File: src/hw/asps_pkg.sv
package asps_pkg;
   // clock and the one-second time base
   localparam int          CLK_HZ      = 50_000_000;
   localparam int          TICK_S      = 1;
   localparam int          TICK_CYC    = TICK_S * CLK_HZ;
   localparam int          TICK_W      = 26;
   // source table geometry
   localparam int          PORT_W      = 8;
   localparam int          KEY_W       = 56;
   localparam int          IDX_W       = 4;
   localparam int          DEPTH       = 16;
   localparam int          CNT_W       = 16;
   localparam logic [4:0]  HYB_MAX     = 5'h08;
   // ip protocol numbers
   localparam logic [7:0]  PROTO_ICMP  = 8'h01;
   localparam logic [7:0]  PROTO_IGMP  = 8'h02;
   localparam logic [7:0]  PROTO_TCP   = 8'h06;
   localparam logic [7:0]  PROTO_UDP   = 8'h11;
   // tcp flag bit positions
   localparam int          FL_FIN      = 0;
   localparam int          FL_SYN      = 1;
   localparam int          FL_RST      = 2;
   localparam int          FL_ACK      = 4;
   // smallest whole l4 header in a first fragment, bytes
   localparam logic [15:0] TCP_HDR_B   = 16'h0014;
   localparam logic [15:0] L4_HDR_B    = 16'h0008;
   // default polling threshold is thr * POLL_NUM >> POLL_SHR
   localparam logic [1:0]  POLL_NUM    = 2'h3;
   localparam int          POLL_SHR    = 2;
   // attack type held by an ip-table entry
   localparam logic        TYP_IP      = 1'b0;
   localparam logic        TYP_IGMP    = 1'b1;

   typedef enum logic [1:0] {
      ASPS_IDLE  = 2'b00,
      ASPS_LOOK  = 2'b01,
      ASPS_SWEEP = 2'b10
   } asps_st_e;

   typedef struct packed {
      logic             vld;
      logic             blk;
      logic             hyb;
      logic             typ;
      logic [KEY_W-1:0] key;
      logic [CNT_W-1:0] cnt;
      logic [CNT_W-1:0] tmr;
   } asps_ent_s;

   localparam int          ENT_W       = $bits(asps_ent_s);
endpackage

File: src/hw/asps_mem.sv
`timescale 1ns/1ps
module asps_mem
   import asps_pkg::*;
(
   // clock and reset
   input  wire logic             clk_i,
   input  wire logic             reset_n_i,
   // read port, data registered
   input  wire logic [IDX_W-1:0] rd_addr_i,
   output logic      [ENT_W-1:0] rd_data_o,
   // write port
   input  wire logic             wr_en_i,
   input  wire logic [IDX_W-1:0] wr_addr_i,
   input  wire logic [ENT_W-1:0] wr_data_i
);
   logic [ENT_W-1:0] mem [DEPTH];
   logic [ENT_W-1:0] rd_ff;
   logic [ENT_W-1:0] nxt_rd;

   always_comb begin
      nxt_rd = mem[rd_addr_i];
   end

   // contents are not reset; the owner wipes the valid bits after reset
   always_ff @(posedge clk_i) begin
      if (wr_en_i) begin
         mem[wr_addr_i] <= wr_data_i;
      end
      if (!reset_n_i) begin
         rd_ff <= '0;
      end else begin
         rd_ff <= nxt_rd;
      end
   end

   assign rd_data_o = rd_ff;
endmodule

File: src/hw/asps_screener.sv
`timescale 1ns/1ps
module asps_screener
   import asps_pkg::*;
#(
   parameter int TICK_CYCLES = TICK_CYC
)(
   // clock and reset
   input  wire logic              clk_i,
   input  wire logic              reset_n_i,
   // parsed packet header
   input  wire logic              pkt_valid_i,
   output logic                   pkt_ready_o,
   input  wire logic [PORT_W-1:0] pkt_port_i,
   input  wire logic [47:0]       pkt_smac_i,
   input  wire logic [47:0]       pkt_dmac_i,
   input  wire logic              pkt_is_arp_i,
   input  wire logic              pkt_is_ip_i,
   input  wire logic [31:0]       pkt_sip_i,
   input  wire logic [31:0]       pkt_dip_i,
   input  wire logic [7:0]        pkt_proto_i,
   input  wire logic [15:0]       pkt_sport_i,
   input  wire logic [15:0]       pkt_dport_i,
   input  wire logic [5:0]        pkt_tcp_flags_i,
   input  wire logic [7:0]        pkt_tcp_hlen_i,
   input  wire logic [15:0]       pkt_len_i,
   input  wire logic              pkt_frag_mf_i,
   input  wire logic [12:0]       pkt_frag_off_i,
   input  wire logic [15:0]       pkt_ip_pay_i,
   // verdict
   output logic                   verdict_valid_o,
   output logic                   verdict_drop_o,
   output logic                   verdict_mal_o,
   output logic                   verdict_blk_o,
   // malformed-packet checks
   input  wire logic              chk_all_i,
   input  wire logic              chk_ip_land_i,
   input  wire logic              chk_mac_land_i,
   input  wire logic              equal_l4_port_check_i,
   input  wire logic              chk_icmp_size_i,
   input  wire logic [15:0]       icmp_max_len_i,
   input  wire logic              chk_tcp_flags_i,
   input  wire logic              chk_tcp_short_i,
   input  wire logic [7:0]        tcp_min_hdr_i,
   input  wire logic              first_fragment_check_i,
   // source filter
   input  wire logic              flt_en_i,
   input  wire logic              flt_hybrid_i,
   input  wire logic              flt_arp_i,
   input  wire logic              flt_igmp_i,
   input  wire logic              flt_ip_i,
   input  wire logic [15:0]       flt_period_i,
   input  wire logic [CNT_W-1:0]  flt_thr_i,
   input  wire logic [15:0]       flt_block_time_i,
   input  wire logic              poll_autofit_i,
   input  wire logic [15:0]       poll_period_i,
   input  wire logic [CNT_W-1:0]  poll_thr_i,
   // status
   output logic [4:0]             hyb_used_o,
   output logic                   flt_busy_o
);
   asps_st_e         st_ff, nxt_st;
   logic [TICK_W-1:0] tick_ff, nxt_tick;
   logic [15:0]      per_ff, nxt_per;
   logic [IDX_W-1:0] sw_ff, nxt_sw;
   logic             sec_ff, nxt_sec, clr_ff, nxt_clr, wipe_ff, nxt_wipe, en_d_ff;
   logic [4:0]       hyb_ff, nxt_hyb;
   logic [KEY_W-1:0] kmac_ff, nxt_kmac, kip_ff, nxt_kip;
   logic             arp_ff, nxt_arp, ip_ff, nxt_ip, igmp_ff, nxt_igmp;
   logic             mal_ff, nxt_mal;
   logic             vv_ff, nxt_vv, vd_ff, nxt_vd, vm_ff, nxt_vm, vb_ff, nxt_vb;
   logic [IDX_W-1:0] ra_mac, ra_ip, wa_mac, wa_ip;
   logic             we_mac, we_ip;
   asps_ent_s        rd_mac, rd_ip, wd_mac, wd_ip;
   logic [CNT_W-1:0] eff_pthr;
   logic [15:0]      eff_pper;
   logic             sec_now, per_end, ck_tcp, ck_udp, ck_icmp, ck_igmp;
   logic             hit_mac, hit_ip, hyb_ok_mac, hyb_ok_ip, new_mac, new_ip;
   logic             rel_mac, rel_ip, cnt_ip;

   function automatic logic [IDX_W-1:0] hash(input logic [KEY_W-1:0] k);
      logic [IDX_W-1:0] h;
      h = '0;
      for (int i = 0; i < KEY_W; i += IDX_W) begin
         h = h ^ k[i +: IDX_W];
      end
      return h;
   endfunction

   function automatic logic bad_flags(input logic [5:0] f);
      bad_flags = (f == 6'h00) || (f[FL_SYN] && f[FL_FIN]) ||
                  (f[FL_SYN] && f[FL_RST]) || (f[FL_FIN] && !f[FL_ACK]);
   endfunction

   // count one packet for a source and detect it
   function automatic asps_ent_s count_ent(input asps_ent_s e0, input logic [KEY_W-1:0] k,
                                           input logic t, input logic hok,
                                           input logic [CNT_W-1:0] thr,
                                           input logic [15:0] btime,
                                           input logic [15:0] pper);
      asps_ent_s e;
      e = e0;
      if (!(e.vld && e.key == k) && e.vld && e.blk) begin
         // index held by another blocked source: that block is not displaced
         e = e0;
      end else begin
         if (!(e.vld && e.key == k)) begin
            e = '0;
            e.vld = 1'b1;
            e.key = k;
         end
         if (!e.blk) begin
            e.typ = t;
         end
         if (e.cnt != '1) begin
            e.cnt = e.cnt + 1'b1;
         end
         if (!e.blk && e.cnt > thr) begin
            e.blk = 1'b1;
            e.hyb = hok;
            e.tmr = hok ? pper : btime;
            e.cnt = '0;
         end
      end
      return e;
   endfunction

   // per-second ageing of one entry
   function automatic asps_ent_s age_ent(input asps_ent_s e0, input logic sec,
                                         input logic clr, input logic wipe,
                                         input logic [CNT_W-1:0] pthr,
                                         input logic [15:0] pper);
      asps_ent_s e;
      e = e0;
      if (wipe) begin
         e.vld = 1'b0;
         e.blk = 1'b0;
      end else if (e.vld && e.blk) begin
         if (sec) begin
            if (e.tmr <= 16'h0001) begin
               if (e.hyb && e.cnt > pthr) begin
                  e.tmr = pper;
               end else begin
                  e.blk = 1'b0;
                  e.hyb = 1'b0;
               end
               e.cnt = '0;
            end else begin
               e.tmr = e.tmr - 16'h0001;
            end
         end
      end else if (clr) begin
         e.cnt = '0;
      end
      return e;
   endfunction

   function automatic logic ck(input logic en);
      ck = chk_all_i || en;
   endfunction

   asps_mem u_mac_tab (
      .clk_i     (clk_i),
      .reset_n_i (reset_n_i),
      .rd_addr_i (ra_mac),
      .rd_data_o (rd_mac),
      .wr_en_i   (we_mac),
      .wr_addr_i (wa_mac),
      .wr_data_i (wd_mac)
   );

   asps_mem u_ip_tab (
      .clk_i     (clk_i),
      .reset_n_i (reset_n_i),
      .rd_addr_i (ra_ip),
      .rd_data_o (rd_ip),
      .wr_en_i   (we_ip),
      .wr_addr_i (wa_ip),
      .wr_data_i (wd_ip)
   );

   always_comb begin
      eff_pthr = poll_autofit_i ?
                 CNT_W'((18'(flt_thr_i) * 18'(POLL_NUM)) >> POLL_SHR) : poll_thr_i;
      eff_pper = poll_autofit_i ? flt_period_i : poll_period_i;
      sec_now  = (tick_ff == TICK_W'(TICK_CYCLES - 1));
      per_end  = sec_now && (per_ff + 16'h0001 >= flt_period_i);
      ck_tcp   = pkt_is_ip_i && pkt_proto_i == PROTO_TCP;
      ck_udp   = pkt_is_ip_i && pkt_proto_i == PROTO_UDP;
      ck_icmp  = pkt_is_ip_i && pkt_proto_i == PROTO_ICMP;
      ck_igmp  = pkt_is_ip_i && pkt_proto_i == PROTO_IGMP;
      // entries used for a packet decision, before this packet's update
      hit_mac  = rd_mac.vld && rd_mac.blk && rd_mac.key == kmac_ff;
      hit_ip   = rd_ip.vld && rd_ip.blk && rd_ip.key == kip_ff;
      cnt_ip   = flt_igmp_i ? igmp_ff : (flt_ip_i && ip_ff);
      hyb_ok_mac = flt_hybrid_i && hyb_ff < HYB_MAX;
      new_mac  = 1'b0;
      new_ip   = 1'b0;
      rel_mac  = 1'b0;
      rel_ip   = 1'b0;
      ra_mac   = hash({pkt_port_i, pkt_smac_i});
      ra_ip    = hash({pkt_port_i, 16'h0000, pkt_sip_i});
      we_mac   = 1'b0;
      we_ip    = 1'b0;
      wa_mac   = hash(kmac_ff);
      wa_ip    = hash(kip_ff);
      wd_mac   = rd_mac;
      wd_ip    = rd_ip;
      hyb_ok_ip = 1'b0;
      nxt_st   = st_ff;
      nxt_tick = sec_now ? '0 : tick_ff + 1'b1;
      nxt_per  = flt_en_i ? (per_end ? 16'h0000 : per_ff + 16'(sec_now)) : 16'h0000;
      nxt_sw   = sw_ff;
      nxt_sec  = sec_ff;
      nxt_clr  = clr_ff;
      nxt_wipe = wipe_ff;
      nxt_hyb  = hyb_ff;
      nxt_kmac = kmac_ff;
      nxt_kip  = kip_ff;
      nxt_arp  = arp_ff;
      nxt_ip   = ip_ff;
      nxt_igmp = igmp_ff;
      nxt_mal  = mal_ff;
      nxt_vv   = 1'b0;
      nxt_vd   = vd_ff;
      nxt_vm   = vm_ff;
      nxt_vb   = vb_ff;
      case (st_ff)
         ASPS_IDLE: begin
            if (sec_ff || clr_ff || wipe_ff) begin
               ra_mac = sw_ff;
               ra_ip  = sw_ff;
               nxt_st = ASPS_SWEEP;
            end else if (pkt_valid_i) begin
               nxt_kmac = {pkt_port_i, pkt_smac_i};
               nxt_kip  = {pkt_port_i, 16'h0000, pkt_sip_i};
               nxt_arp  = pkt_is_arp_i;
               nxt_ip   = pkt_is_ip_i;
               nxt_igmp = ck_igmp;
               nxt_mal  =
                  (ck(chk_ip_land_i) && pkt_is_ip_i && pkt_sip_i == pkt_dip_i) ||
                  (ck(chk_mac_land_i) && pkt_smac_i == pkt_dmac_i) ||
                  (ck(equal_l4_port_check_i) && (ck_tcp || ck_udp) &&
                   pkt_sport_i == pkt_dport_i) ||
                  (ck(chk_icmp_size_i) && ck_icmp && pkt_len_i > icmp_max_len_i) ||
                  (ck(chk_tcp_flags_i) && ck_tcp && bad_flags(pkt_tcp_flags_i)) ||
                  (ck(chk_tcp_short_i) && ck_tcp && pkt_tcp_hlen_i <= tcp_min_hdr_i) ||
                  (ck(first_fragment_check_i) && pkt_is_ip_i && pkt_frag_mf_i &&
                   pkt_frag_off_i == 13'h0000 &&
                   pkt_ip_pay_i < (ck_tcp ? TCP_HDR_B : L4_HDR_B));
               nxt_st   = ASPS_LOOK;
            end
         end
         ASPS_LOOK: begin
            nxt_vv = 1'b1;
            nxt_vm = mal_ff;
            // a hybrid block only stops its own attack type
            nxt_vb = flt_en_i && (
                     (hit_mac && (!rd_mac.hyb || arp_ff)) ||
                     (hit_ip && ip_ff && (!rd_ip.hyb ||
                      (rd_ip.typ == TYP_IP) || igmp_ff)));
            nxt_vd = mal_ff || nxt_vb;
            if (flt_en_i && flt_arp_i && arp_ff) begin
               we_mac  = 1'b1;
               wd_mac  = count_ent(rd_mac, kmac_ff, TYP_IP, hyb_ok_mac, flt_thr_i,
                                   flt_block_time_i, eff_pper);
               new_mac = wd_mac.blk && wd_mac.hyb && !(hit_mac && rd_mac.hyb);
            end
            hyb_ok_ip = flt_hybrid_i && (hyb_ff + 5'(new_mac)) < HYB_MAX;
            if (flt_en_i && cnt_ip) begin
               we_ip  = 1'b1;
               wd_ip  = count_ent(rd_ip, kip_ff, flt_igmp_i ? TYP_IGMP : TYP_IP, hyb_ok_ip,
                                  flt_thr_i, flt_block_time_i, eff_pper);
               new_ip = wd_ip.blk && wd_ip.hyb && !(hit_ip && rd_ip.hyb);
            end
            nxt_hyb = hyb_ff + 5'(new_mac) + 5'(new_ip);
            nxt_st  = ASPS_IDLE;
         end
         ASPS_SWEEP: begin
            we_mac  = 1'b1;
            we_ip   = 1'b1;
            wa_mac  = sw_ff;
            wa_ip   = sw_ff;
            wd_mac  = age_ent(rd_mac, sec_ff, clr_ff, wipe_ff, eff_pthr, eff_pper);
            wd_ip   = age_ent(rd_ip, sec_ff, clr_ff, wipe_ff, eff_pthr, eff_pper);
            rel_mac = rd_mac.vld && rd_mac.blk && rd_mac.hyb && !wd_mac.blk;
            rel_ip  = rd_ip.vld && rd_ip.blk && rd_ip.hyb && !wd_ip.blk;
            nxt_hyb = wipe_ff ? 5'h00 : hyb_ff - 5'(rel_mac) - 5'(rel_ip);
            nxt_sw  = sw_ff + 1'b1;
            if (sw_ff == IDX_W'(DEPTH - 1)) begin
               nxt_sec  = 1'b0;
               nxt_clr  = 1'b0;
               nxt_wipe = 1'b0;
            end
            nxt_st  = ASPS_IDLE;
         end
         default: begin
            nxt_st = ASPS_IDLE;
         end
      endcase
      // a new trigger wins over the end-of-sweep clear
      if (sec_now && flt_en_i) begin
         nxt_sec = 1'b1;
      end
      if (per_end && flt_en_i) begin
         nxt_clr = 1'b1;
      end
      if (en_d_ff && !flt_en_i) begin
         nxt_wipe = 1'b1;
      end
   end

   always_ff @(posedge clk_i) begin
      if (!reset_n_i) begin
         st_ff   <= ASPS_IDLE;
         tick_ff <= '0;
         per_ff  <= 16'h0000;
         sw_ff   <= '0;
         sec_ff  <= 1'b0;
         clr_ff  <= 1'b0;
         // table contents are unknown after power-up
         wipe_ff <= 1'b1;
         en_d_ff <= 1'b0;
         hyb_ff  <= 5'h00;
         kmac_ff <= '0;
         kip_ff  <= '0;
         arp_ff  <= 1'b0;
         ip_ff   <= 1'b0;
         igmp_ff <= 1'b0;
         mal_ff  <= 1'b0;
         vv_ff   <= 1'b0;
         vd_ff   <= 1'b0;
         vm_ff   <= 1'b0;
         vb_ff   <= 1'b0;
      end else begin
         st_ff   <= nxt_st;
         tick_ff <= nxt_tick;
         per_ff  <= nxt_per;
         sw_ff   <= nxt_sw;
         sec_ff  <= nxt_sec;
         clr_ff  <= nxt_clr;
         wipe_ff <= nxt_wipe;
         en_d_ff <= flt_en_i;
         hyb_ff  <= nxt_hyb;
         kmac_ff <= nxt_kmac;
         kip_ff  <= nxt_kip;
         arp_ff  <= nxt_arp;
         ip_ff   <= nxt_ip;
         igmp_ff <= nxt_igmp;
         mal_ff  <= nxt_mal;
         vv_ff   <= nxt_vv;
         vd_ff   <= nxt_vd;
         vm_ff   <= nxt_vm;
         vb_ff   <= nxt_vb;
      end
   end

   assign pkt_ready_o     = (st_ff == ASPS_IDLE) && !(sec_ff || clr_ff || wipe_ff);
   assign verdict_valid_o = vv_ff;
   assign verdict_drop_o  = vd_ff;
   assign verdict_mal_o   = vm_ff;
   assign verdict_blk_o   = vb_ff;
   assign hyb_used_o      = hyb_ff;
   assign flt_busy_o      = sec_ff || clr_ff || wipe_ff;
endmodule

File: config.mk
export PLATFORM = sky130hd
export DESIGN_NAME = asps_screener
export DESIGN_NICKNAME = d
export VERILOG_FILES = /design/src/hw/asps_pkg.sv /design/src/hw/asps_mem.sv /design/src/hw/asps_screener.sv
export SDC_FILE = /design/constraint.sdc
export NUM_CORES = 2
export LEC_CHECK = 0
export ABC_AREA = 1
export BUFFER_PORTS_ARGS = -buffer_cell sky130_fd_sc_hd__buf_2
export CELL_PAD_IN_SITES_DETAIL_PLACEMENT = 0
export CELL_PAD_IN_SITES_GLOBAL_PLACEMENT = 1
export CORE_MARGIN = 5
export CORE_UTILIZATION = 40
export CTS_CLUSTER_SIZE = 12
export DETAILED_ROUTE_END_ITERATION = 8
export PLACE_DENSITY = 0.62
export REMOVE_ABC_BUFFERS = 1
export SYNTH_ARGS = -nofsm -noshare
export SYNTH_HDL_FRONTEND = slang
export SYNTH_SLANG_ARGS = --single-unit
File: constraint.sdc
create_clock -name clk_i -period 7.6 [get_ports clk_i]
set_input_delay 0.38 -clock clk_i [delete_from_list [all_inputs] [get_ports clk_i]]
set_output_delay 0.38 -clock clk_i [all_outputs]
set_load 0.03 [all_outputs]
=== After elaboration in Yosys (flattened, before gate mapping) ===
Memory sizes are Yosys's and may differ from the RTL's. A register that Yosys moved wholly into a read port is not among the register bits.
Cells that the tools add are included.

* Register bits: 161
* Latch bits: 0
* RAM bits: 2944
* ROM bits: 0
* Input port bits: 391
* Output and inout bits: 11
* Logic and storage cells: 327
* Memories: 2

* $add $sub $neg: 12
* Multipliers: 1
* Div/mod/pow operators: 0
* $lt $le $gt $ge: 12
* Equal/unequal tests: 15
* Shift-type cells: 0
* Muxes and demuxes: 98
* Bitwise logic cells: 49
* Reduce and logical (&&, ||, !) cells: 118

{| class="wikitable"
|+ Memory list
! name !! depth !! bits a word !! rd ports !! clocked after memory_dff !! write ports !! line !! text
|-
| u_ip_tab.mem || 16 || 92 || 1 || 1 || 1 || asps_mem.sv:16 || <nowiki>logic [ENT_W-1:0] mem [DEPTH];</nowiki>
|-
| u_mac_tab.mem || 16 || 92 || 1 || 1 || 1 || asps_mem.sv:16 ||
|}

{| class="wikitable"
|+ Operators by type and width
! operator !! count
|-
| two-way mux 92 bit || 16
|-
| two-way mux 16 bit || 24
|-
| one-hot mux 92 bit (2 select lines) || 2
|-
| two-way mux 32 bit || 6
|-
| XOR 4 bit || 44
|-
| equality test 56 bit || 2
|-
| greater-than comparator 16 bit || 5
|-
| logical AND 1 bit || 61
|-
| adder 16 x 1 -> 16 bit (second input constant) || 3
|-
| equality test 48 bit || 1
|-
| equality test 32 bit || 1
|-
| less-or-equal comparator 16 x 1 -> 1 bit (second input constant) || 2
|-
| inequality test 16 bit (second input constant) || 2
|-
| subtractor 16 x 1 -> 16 bit (second input constant) || 2
|-
| two-way mux 1 bit || 27
|-
| adder 26 x 1 -> 26 bit (second input constant) || 1
|-
| equality test 26 bit (second input constant) || 1
|-
| logical OR 1 bit || 24
|-
| two-way mux 2 bit || 12
|-
| two-way mux 4 bit || 6
|-
| multiplier 16 x 2 -> 18 bit (second input constant) || 1
|-
| adder 16 x 1 -> 16 bit || 1
|-
| equality test 16 bit || 1
|-
| greater-or-equal comparator 16 bit || 1
|-
| 26 further kinds || 59
|}

=== Depth between registers and ports, before layout ===
* Depth after elaboration: 37
* Depth in mapped cells: 52
* Depth with buffers taken out: 52

=== By module ===
Synthesis repeated with hierarchy kept, for this count alone.

* Cell total of the unflattened synthesis: 15567
* Area, all modules: 149915.0 um2

{| class="wikitable"
|+ By module, submodules not included
! module !! times used !! cells each !! area each (um2) !! sequential area each (um2)
|-
| asps_mem (u_ip_tab) || 1 || 5867 || 63741.1 || 46044.2
|-
| asps_mem (u_mac_tab) || 1 || 5867 || 63734.9 || 46044.2
|-
| asps_screener || 1 || 3833 || 22439.0 || 3062.9
|}

=== Least setup slack after synthesis ===
No wires, ideal clock.

* Path kind: register to register
* Start: register kmac_ff[54]
* End: memory u_ip_tab.mem[0][89] (netlist bit), data pin
* Library setup time: 330 ps
* Arrival: 6028 ps
* Required time: 7270 ps
* Setup slack: 1241 ps
* Stages on the path, launching flop included: 41
* Path buffers: 1
* Period minus slack after synthesis: 6359 ps
* Cells stage by stage: dfxtp_1 buf_2 xnor2_1 nand2_1 nor2_1 nand2_1 nor2_1 nand2_1 nor2_8 nand2_4 inv_2 nand2_2 inv_1 ha_1 nand2_1 inv_1 nand4_1 nor2_4 [5 not listed] o21a_1 ha_1 nand2_1 o21a_1 o221a_2 a22oi_1 o21ai_0 a32oi_1 nor2_1 ha_1 ha_1 nand3_1 xnor2_1 nor3_1 inv_1 o32ai_1 nor2_1 o21ai_0

* Longest elaborated chain between the ends: 30
* Elaborated cells on any way between the ends: 38
* Classes of those cells: add/sub: 2; order compare: 2; eq/ne: 2; mux: 20; reduce/logical: 12

{| class="wikitable"
|+ RTL lines
! what !! line !! text
|-
| start, declared || asps_screener.sv:67 || <nowiki>logic [KEY_W-1:0] kmac_ff, nxt_kmac, kip_ff, nxt_kip;</nowiki>
|-
| start signal, assigned || asps_screener.sv:344 || <nowiki>kmac_ff <= nxt_kmac;</nowiki>
|-
| equality test 56 bit (*) || asps_screener.sv:102, asps_screener.sv:106, asps_screener.sv:192 ||
|-
| logical AND 1 bit || asps_screener.sv:102, asps_screener.sv:106 ||
|-
| two-way mux 92 bit || asps_screener.sv:106 || <nowiki>if (!(e.vld && e.key == k)) begin</nowiki>
|-
| two-way mux 92 bit || asps_screener.sv:102 || <nowiki>if (!(e.vld && e.key == k) && e.vld && e.blk) begin</nowiki>
|-
| two-way mux 92 bit || asps_screener.sv:262 || <nowiki>if (flt_en_i && flt_arp_i && arp_ff) begin</nowiki>
|-
| two-way mux 92 bit || asps_screener.sv:227 || <nowiki>case (st_ff)</nowiki>
|-
| adder 16 x 1 -> 16 bit / inequality test 16 bit (equally long branches) || asps_screener.sv:115, asps_screener.sv:114 ||
|-
| two-way mux 16 bit || asps_screener.sv:114 || <nowiki>if (e.cnt != '1) begin</nowiki>
|-
| [15 not listed] || -- ||
|-
| logical AND 1 bit (*) || asps_screener.sv:268 || <nowiki>hyb_ok_ip = flt_hybrid_i && (hyb_ff + 5'(new_mac)) < HYB_MAX;</nowiki>
|-
| two-way mux 2 bit (*) || asps_screener.sv:117 || <nowiki>if (!e.blk && e.cnt > thr) begin</nowiki>
|-
| two-way mux 92 bit (*) || asps_screener.sv:102 ||
|-
| two-way mux 92 bit (*) || asps_screener.sv:269 || <nowiki>if (flt_en_i && cnt_ip) begin</nowiki>
|-
| two-way mux 92 bit (*) || asps_screener.sv:227 ||
|-
| two-way mux 92 bit (*) || asps_screener.sv:269 ||
|-
| one-hot mux 92 bit (2 select lines) (*) || asps_screener.sv:227 ||
|-
| via u_ip_tab.wr_data_i[89] || asps_mem.sv:14 || <nowiki>input wire logic [ENT_W-1:0] wr_data_i</nowiki>
|-
| end, declared || asps_mem.sv:16 ||
|}

Mark *: on every way through the listed nets, which the timed path passes. The rest lies on a longest branch. The select of a mux whose other input is x is not followed.

=== Worst setup path in the final report ===
* Start: register kmac_ff[7]
* End: register hyb_ff[4], in the netlist hyb_used_o[4]

* Longest elaborated chain between the ends: 34
* Elaborated cells on any way between the ends: 42
* Classes of those cells: add/sub: 3; order compare: 2; eq/ne: 2; mux: 21; reduce/logical: 14

{| class="wikitable"
|+ RTL lines
! what !! line !! text
|-
| equality test 56 bit (*) || asps_screener.sv:102, asps_screener.sv:106, asps_screener.sv:192 ||
|-
| logical AND 1 bit || asps_screener.sv:102, asps_screener.sv:106 ||
|-
| two-way mux 92 bit || asps_screener.sv:106 ||
|-
| two-way mux 92 bit || asps_screener.sv:102 ||
|-
| two-way mux 92 bit || asps_screener.sv:262 ||
|-
| two-way mux 92 bit || asps_screener.sv:227 ||
|-
| adder 16 x 1 -> 16 bit / inequality test 16 bit (equally long branches) || asps_screener.sv:115, asps_screener.sv:114 ||
|-
| two-way mux 16 bit || asps_screener.sv:114 ||
|-
| [17 not listed] || -- ||
|-
| two-way mux 92 bit || asps_screener.sv:102 ||
|-
| two-way mux 92 bit || asps_screener.sv:269 ||
|-
| two-way mux 92 bit || asps_screener.sv:227 ||
|-
| logical AND 1 bit (2 in a row) || asps_screener.sv:273 || <nowiki>new_ip = wd_ip.blk && wd_ip.hyb && !(hit_ip && rd_ip.hyb);</nowiki>
|-
| two-way mux 1 bit || asps_screener.sv:269 ||
|-
| two-way mux 1 bit || asps_screener.sv:227 ||
|-
| adder 5 x 1 -> 5 bit (*) || asps_screener.sv:275 || <nowiki>nxt_hyb = hyb_ff + 5'(new_mac) + 5'(new_ip);</nowiki>
|-
| one-hot mux 5 bit (2 select lines) (*) || asps_screener.sv:227 ||
|-
| end signal, assigned || asps_screener.sv:343 || <nowiki>hyb_ff <= nxt_hyb;</nowiki>
|-
| end, declared || asps_screener.sv:66 || <nowiki>logic [4:0] hyb_ff, nxt_hyb;</nowiki>
|}

Every way passes the cells marked *; elsewhere a longest branch is shown, timed or not. The select of a mux whose other input is x is not followed.
A chain may end at the register's enable or synchronous reset.

==> flow_summary_export.csv <==
group,metric,value,unit
status,status,"finished, final reports clean",
sta,finClkSkew,0.05975,ns
logic_synthesis,ys_seq_area_share,68.53,%
setup_path,cp_max_fo,5,
setup_path,start_kind,"register",
grt,grt_pass1_vias,95854,
power_and_ir_drop,clkPwrFrac,35.8,%
logic_synthesis,synthAdderAreaFrac,1.306,%
placed_design,place.gp.congestion,0.8848,
clock_tree,cts_sinks,3264,
logic_synthesis,synth_compound_area_share,15.15,%
sta,final_max_slew_viol_count,0,
grt,grt_pass1_wl,668.2,mm
logic_synthesis,synth_cells,11686,
grt,grt_max_degree,207,
final_layout,post-route-util,46.12,%
final_layout,final-seq-area,94660,µm²
logic_synthesis,synth.cell_area,138100,µm²
logic_synthesis,synth_edf_count,2928,
routing,firstDrtPassIters,6,
sta,setup_tns,0,ns
hold_path,min_path_type,"primary input to register",
setup_path,cp-end-kind,"register",
power_and_ir_drop,p_per_area,292.7,nW/µm²
logic_synthesis,synth_simple_gate_area_share,9.203,%
grt,grt_use_total,25.21,%
routing,drt_iter0_drc,10305,
routing,wl,466.7,mm
final_layout,final_area,158400,µm²
floorplanning,die_area,357100,µm²
logic_synthesis,synth-xor-area-share,2.181,%
setup_path,crit_required,8.46,ns
power_and_ir_drop,pwr-share-comb,18.4,%
final_layout,layout.nets,12586,
placed_design,port_buffers,399,
placed_design,pre_cts_ws,-0.2366,ns
clock_tree,cts_tree,"built",
logic_synthesis,avgSynthCellArea,11.82,µm²
routing,ant_nets,0,
floorplanning,die_x,597.6,µm
final_layout,area_growth_syn_to_layout,14.71,%
setup_path,cp_common_cell,"nand2_1",
power_and_ir_drop,p_int,32650,µW
final_layout,fillers,30854,
grt,antenna_found_initial,21,
clock_tree,htreeDepth,5,
run,maxCapViolCount,0,
power_and_ir_drop,netSwitchingPower,13720,µW
logic_synthesis,ys_ff_latch,3264,
floorplanning,core,343500,µm²
setup_path,cp.arrival,8.04,ns
logic_synthesis,synth-main-ff-cell,"edfxtp_1",
logic_synthesis,synth_top_family_by_area,"compound AO/OA/AOI/OAI gates",
power_and_ir_drop,ir_drop,0.2563,mV
sta,period_minus_slack,7.181,ns
floorplanning,rows,215,
setup_path,slowest_stage,"dfxtp_2",
floorplanning,start_util,40.21,%
clock_tree,cts_inserted_buffers,356,
routing,vias_per_cell,5.781,
clock_tree,cts_root_buf,"clkbuf_16",
power_and_ir_drop,power_frac_seq,45.8,%
logic_synthesis,synth.area.mux_share,0.02990,%
sta,timing.final.crit_share,94.49,%
power_and_ir_drop,p_sw_share,29.59,%
sta,max_freq,139.3,MHz
floorplanning,die_y,597.6,µm
setup_path,slowest_delay,0.36,ns
sta,hold_viol_final,0,
final_layout,multi_input_area,39080,µm²
sta,slew_headroom,7.236,%
final_layout,drive_above_1_share,10.87,%
power_and_ir_drop,p_leak,0.05353,µW
sta,setup_viol,0,
clock_tree,clockBufferDepth,4,
logic_synthesis,ys_warn_count,0,
sta,setup_ws,0.4189,ns
placed_design,place_area,146100,µm²
placed_design,dp_hpwl,258.4,mm
logic_synthesis,ys_types,69,
routing,wl_per_cell,27.60,µm
power_and_ir_drop,power,46380,µW
setup_path,crit_type,"register to register",
floorplanning,io_pins,402,
routing,vias,97765,
clock_tree,worst_skew_pair.late_latency,0.95,ns
clock_tree,clk_pin_slew_worst_paths,0.06,ns
grt,overflow,0,
routing,drc,0,
sta,worst_slew_pin_slew,1.391,ns
logic_synthesis,synth-async-reset-ratio,0,%
## state kept, by name, summed over array words and instances (netlist names), 2 cells and up
register	flops
u_ip_tab.rd_data_o	92
kip_ff	32
u_ip_tab.mem	1472
sw_ff	4
st_ff	2
u_mac_tab.rd_data_o	91
kmac_ff	56
u_mac_tab.mem	1456
hyb_used_o	5
tick_ff	26
per_ff	16
## final cells by class
class | instances | share of cell area, %
antenna | 10 | 0.01580
clock buffer | 495 | 6.118
clock inverter | 156 | 0.8822
inverter | 525 | 1.286
multi-input combinational | 7135 | 24.67
sequential | 3264 | 59.75
tap | 4557 | 3.599
timing repair buffer | 770 | 3.681
## power groups by stage
stage | registers [µW] | logic [µW] | clock network, µW
2_1_floorplan | 21400 | 5710 | 0
3_3_place_gp | 21600 | 8230 | 0
3_5_place_dp | 21600 | 8430 | 0
4_1_cts | 21200 | 8510 | 16900
5_1_grt | 21200 | 9390 | 17600
6_report | 21200 | 8550 | 16600
## cells in the final DEF, fill, tap and decap left out, types with 10 or more instances in the layout
| cell type | synthesis | layout |
|---|---|---|
| edfxtp_1 | 2928 | 2928 |
| nor2_1 | 1876 | 1838 |
| o21ai_0 | 1734 | 1722 |
| nand2_1 | 825 | 819 |
| inv_1 | 486 | 481 |
| o221ai_1 | 477 | 471 |
| a21oi_1 | 438 | 436 |
| buf_2 | 96 | 398 |
| o22ai_1 | 371 | 366 |
| clkbuf_16 | 0 | 358 |
| dfxtp_1 | 336 | 329 |
| o211ai_1 | 313 | 313 |
| buf_4 | 3 | 211 |
| nand3_1 | 202 | 201 |
| xor2_1 | 173 | 173 |
| xnor2_1 | 171 | 170 |
| ha_1 | 141 | 137 |
| clkbuf_1 | 631 | 115 |
| dlygate4sd3_1 | 0 | 96 |
| o21ai_1 | 59 | 66 |
| clkinv_1 | 6 | 65 |
| nor3_1 | 69 | 64 |
| buf_12 | 0 | 64 |
| nand4_1 | 56 | 56 |
| clkinv_2 | 0 | 50 |
| nor2_4 | 9 | 43 |
| inv_2 | 33 | 26 |
| nor2_2 | 19 | 23 |
| nor4_1 | 23 | 23 |
| clkbuf_8 | 0 | 23 |
| a31oi_1 | 20 | 20 |
| a22oi_1 | 20 | 19 |
| bufinv_16 | 0 | 15 |
| o21a_1 | 13 | 13 |
| diode_2 | 0 | 10 |
| o2111ai_1 | 10 | 10 |
| nor3b_1 | 10 | 10 |
| or2_2 | 11 | 10 |
| a211oi_1 | 10 | 10 |
| inv_6 | 0 | 10 |
## what timing repair did
item | 4_1_cts | 5_1_grt
resized for setup | 7 | 31
setup endpoints to repair | 113 | 277
pin swaps | 1 | 17
buffers inserted | 1 | 7
hold buffers | 96 | 0
hold endpoints to repair | 97 | 0
## cells in the mapped netlist, types with 69 or more instances
cell	number	area, µm²
o22ai_1	371	2321
o211ai_1	313	2350
inv_1	486	1824
dfxtp_1	336	6726
buf_2	96	480.5
nand2_1	825	3097
nand3_1	202	1011
edfxtp_1	2928	87920
o221ai_1	477	4178
o21ai_0	1734	8678
a21oi_1	438	2192
nor3_1	69	345.3
xnor2_1	171	1498
nor2_1	1876	7042
xor2_1	173	1515
ha_1	141	1764
clkbuf_1	631	2369
## logic make-up (layout without fill, tap and decap cells)
| group | Yosys count | count (layout) |
|---|---|---|
| buf+inv | 1287 | 1946 |
| other cells | 0 | 10 |
| xor+xnor | 344 | 344 |
| flops | 3264 | 3264 |
| simple gates | 3136 | 3136 |
| compound gates | 3508 | 3508 |
| fa+ha+maj | 143 | 143 |
| mux | 4 | 4 |
## critical path: cells and delay by family, from the launching register on
family	cells	cell delay, ns
flops	1	0.36
simple gates	26	3.31
compound gates	4	0.74
xor+xnor	1	0.19
mux	1	0.32
buf+inv	11	1.02
fa+ha+maj	6	1.16
## metrics by stage
step,cells,hold WS (ns)
6_report,16912,0.2005
5_1_grt,16903,0.2145
4_1_cts,16893,0.1560
3_5_place_dp,16145,0.4498
3_3_place_gp,16145,0.4269
2_1_floorplan,10924,0.4176
## final timing paths
path / startpoint / to / slack [ns] / cells after the start
min reg2reg: tick_ff[0] / tick_ff[0] / 0.46 / 1
min: pkt_smac_i[14] / kmac_ff[14] / 0.20 / 3
max reg2reg: kmac_ff[7] / hyb_used_o[4] / 0.42 / 49
max: kmac_ff[7] / hyb_used_o[4] / 0.42 / 49
## routing by layer
layer | vias to the layer above | track usage (%) | part of all wire (%)
met5 | - | 0 | 0.0028
met4 | 2 | 7.996 | 3.4
met3 | 742 | 2.920 | 6.1
met2 | 3642 | 41.15 | 47
met1 | 49506 | 35.37 | 43
li1 | 43873 | - | -
(Power assumes the default switching activity.)
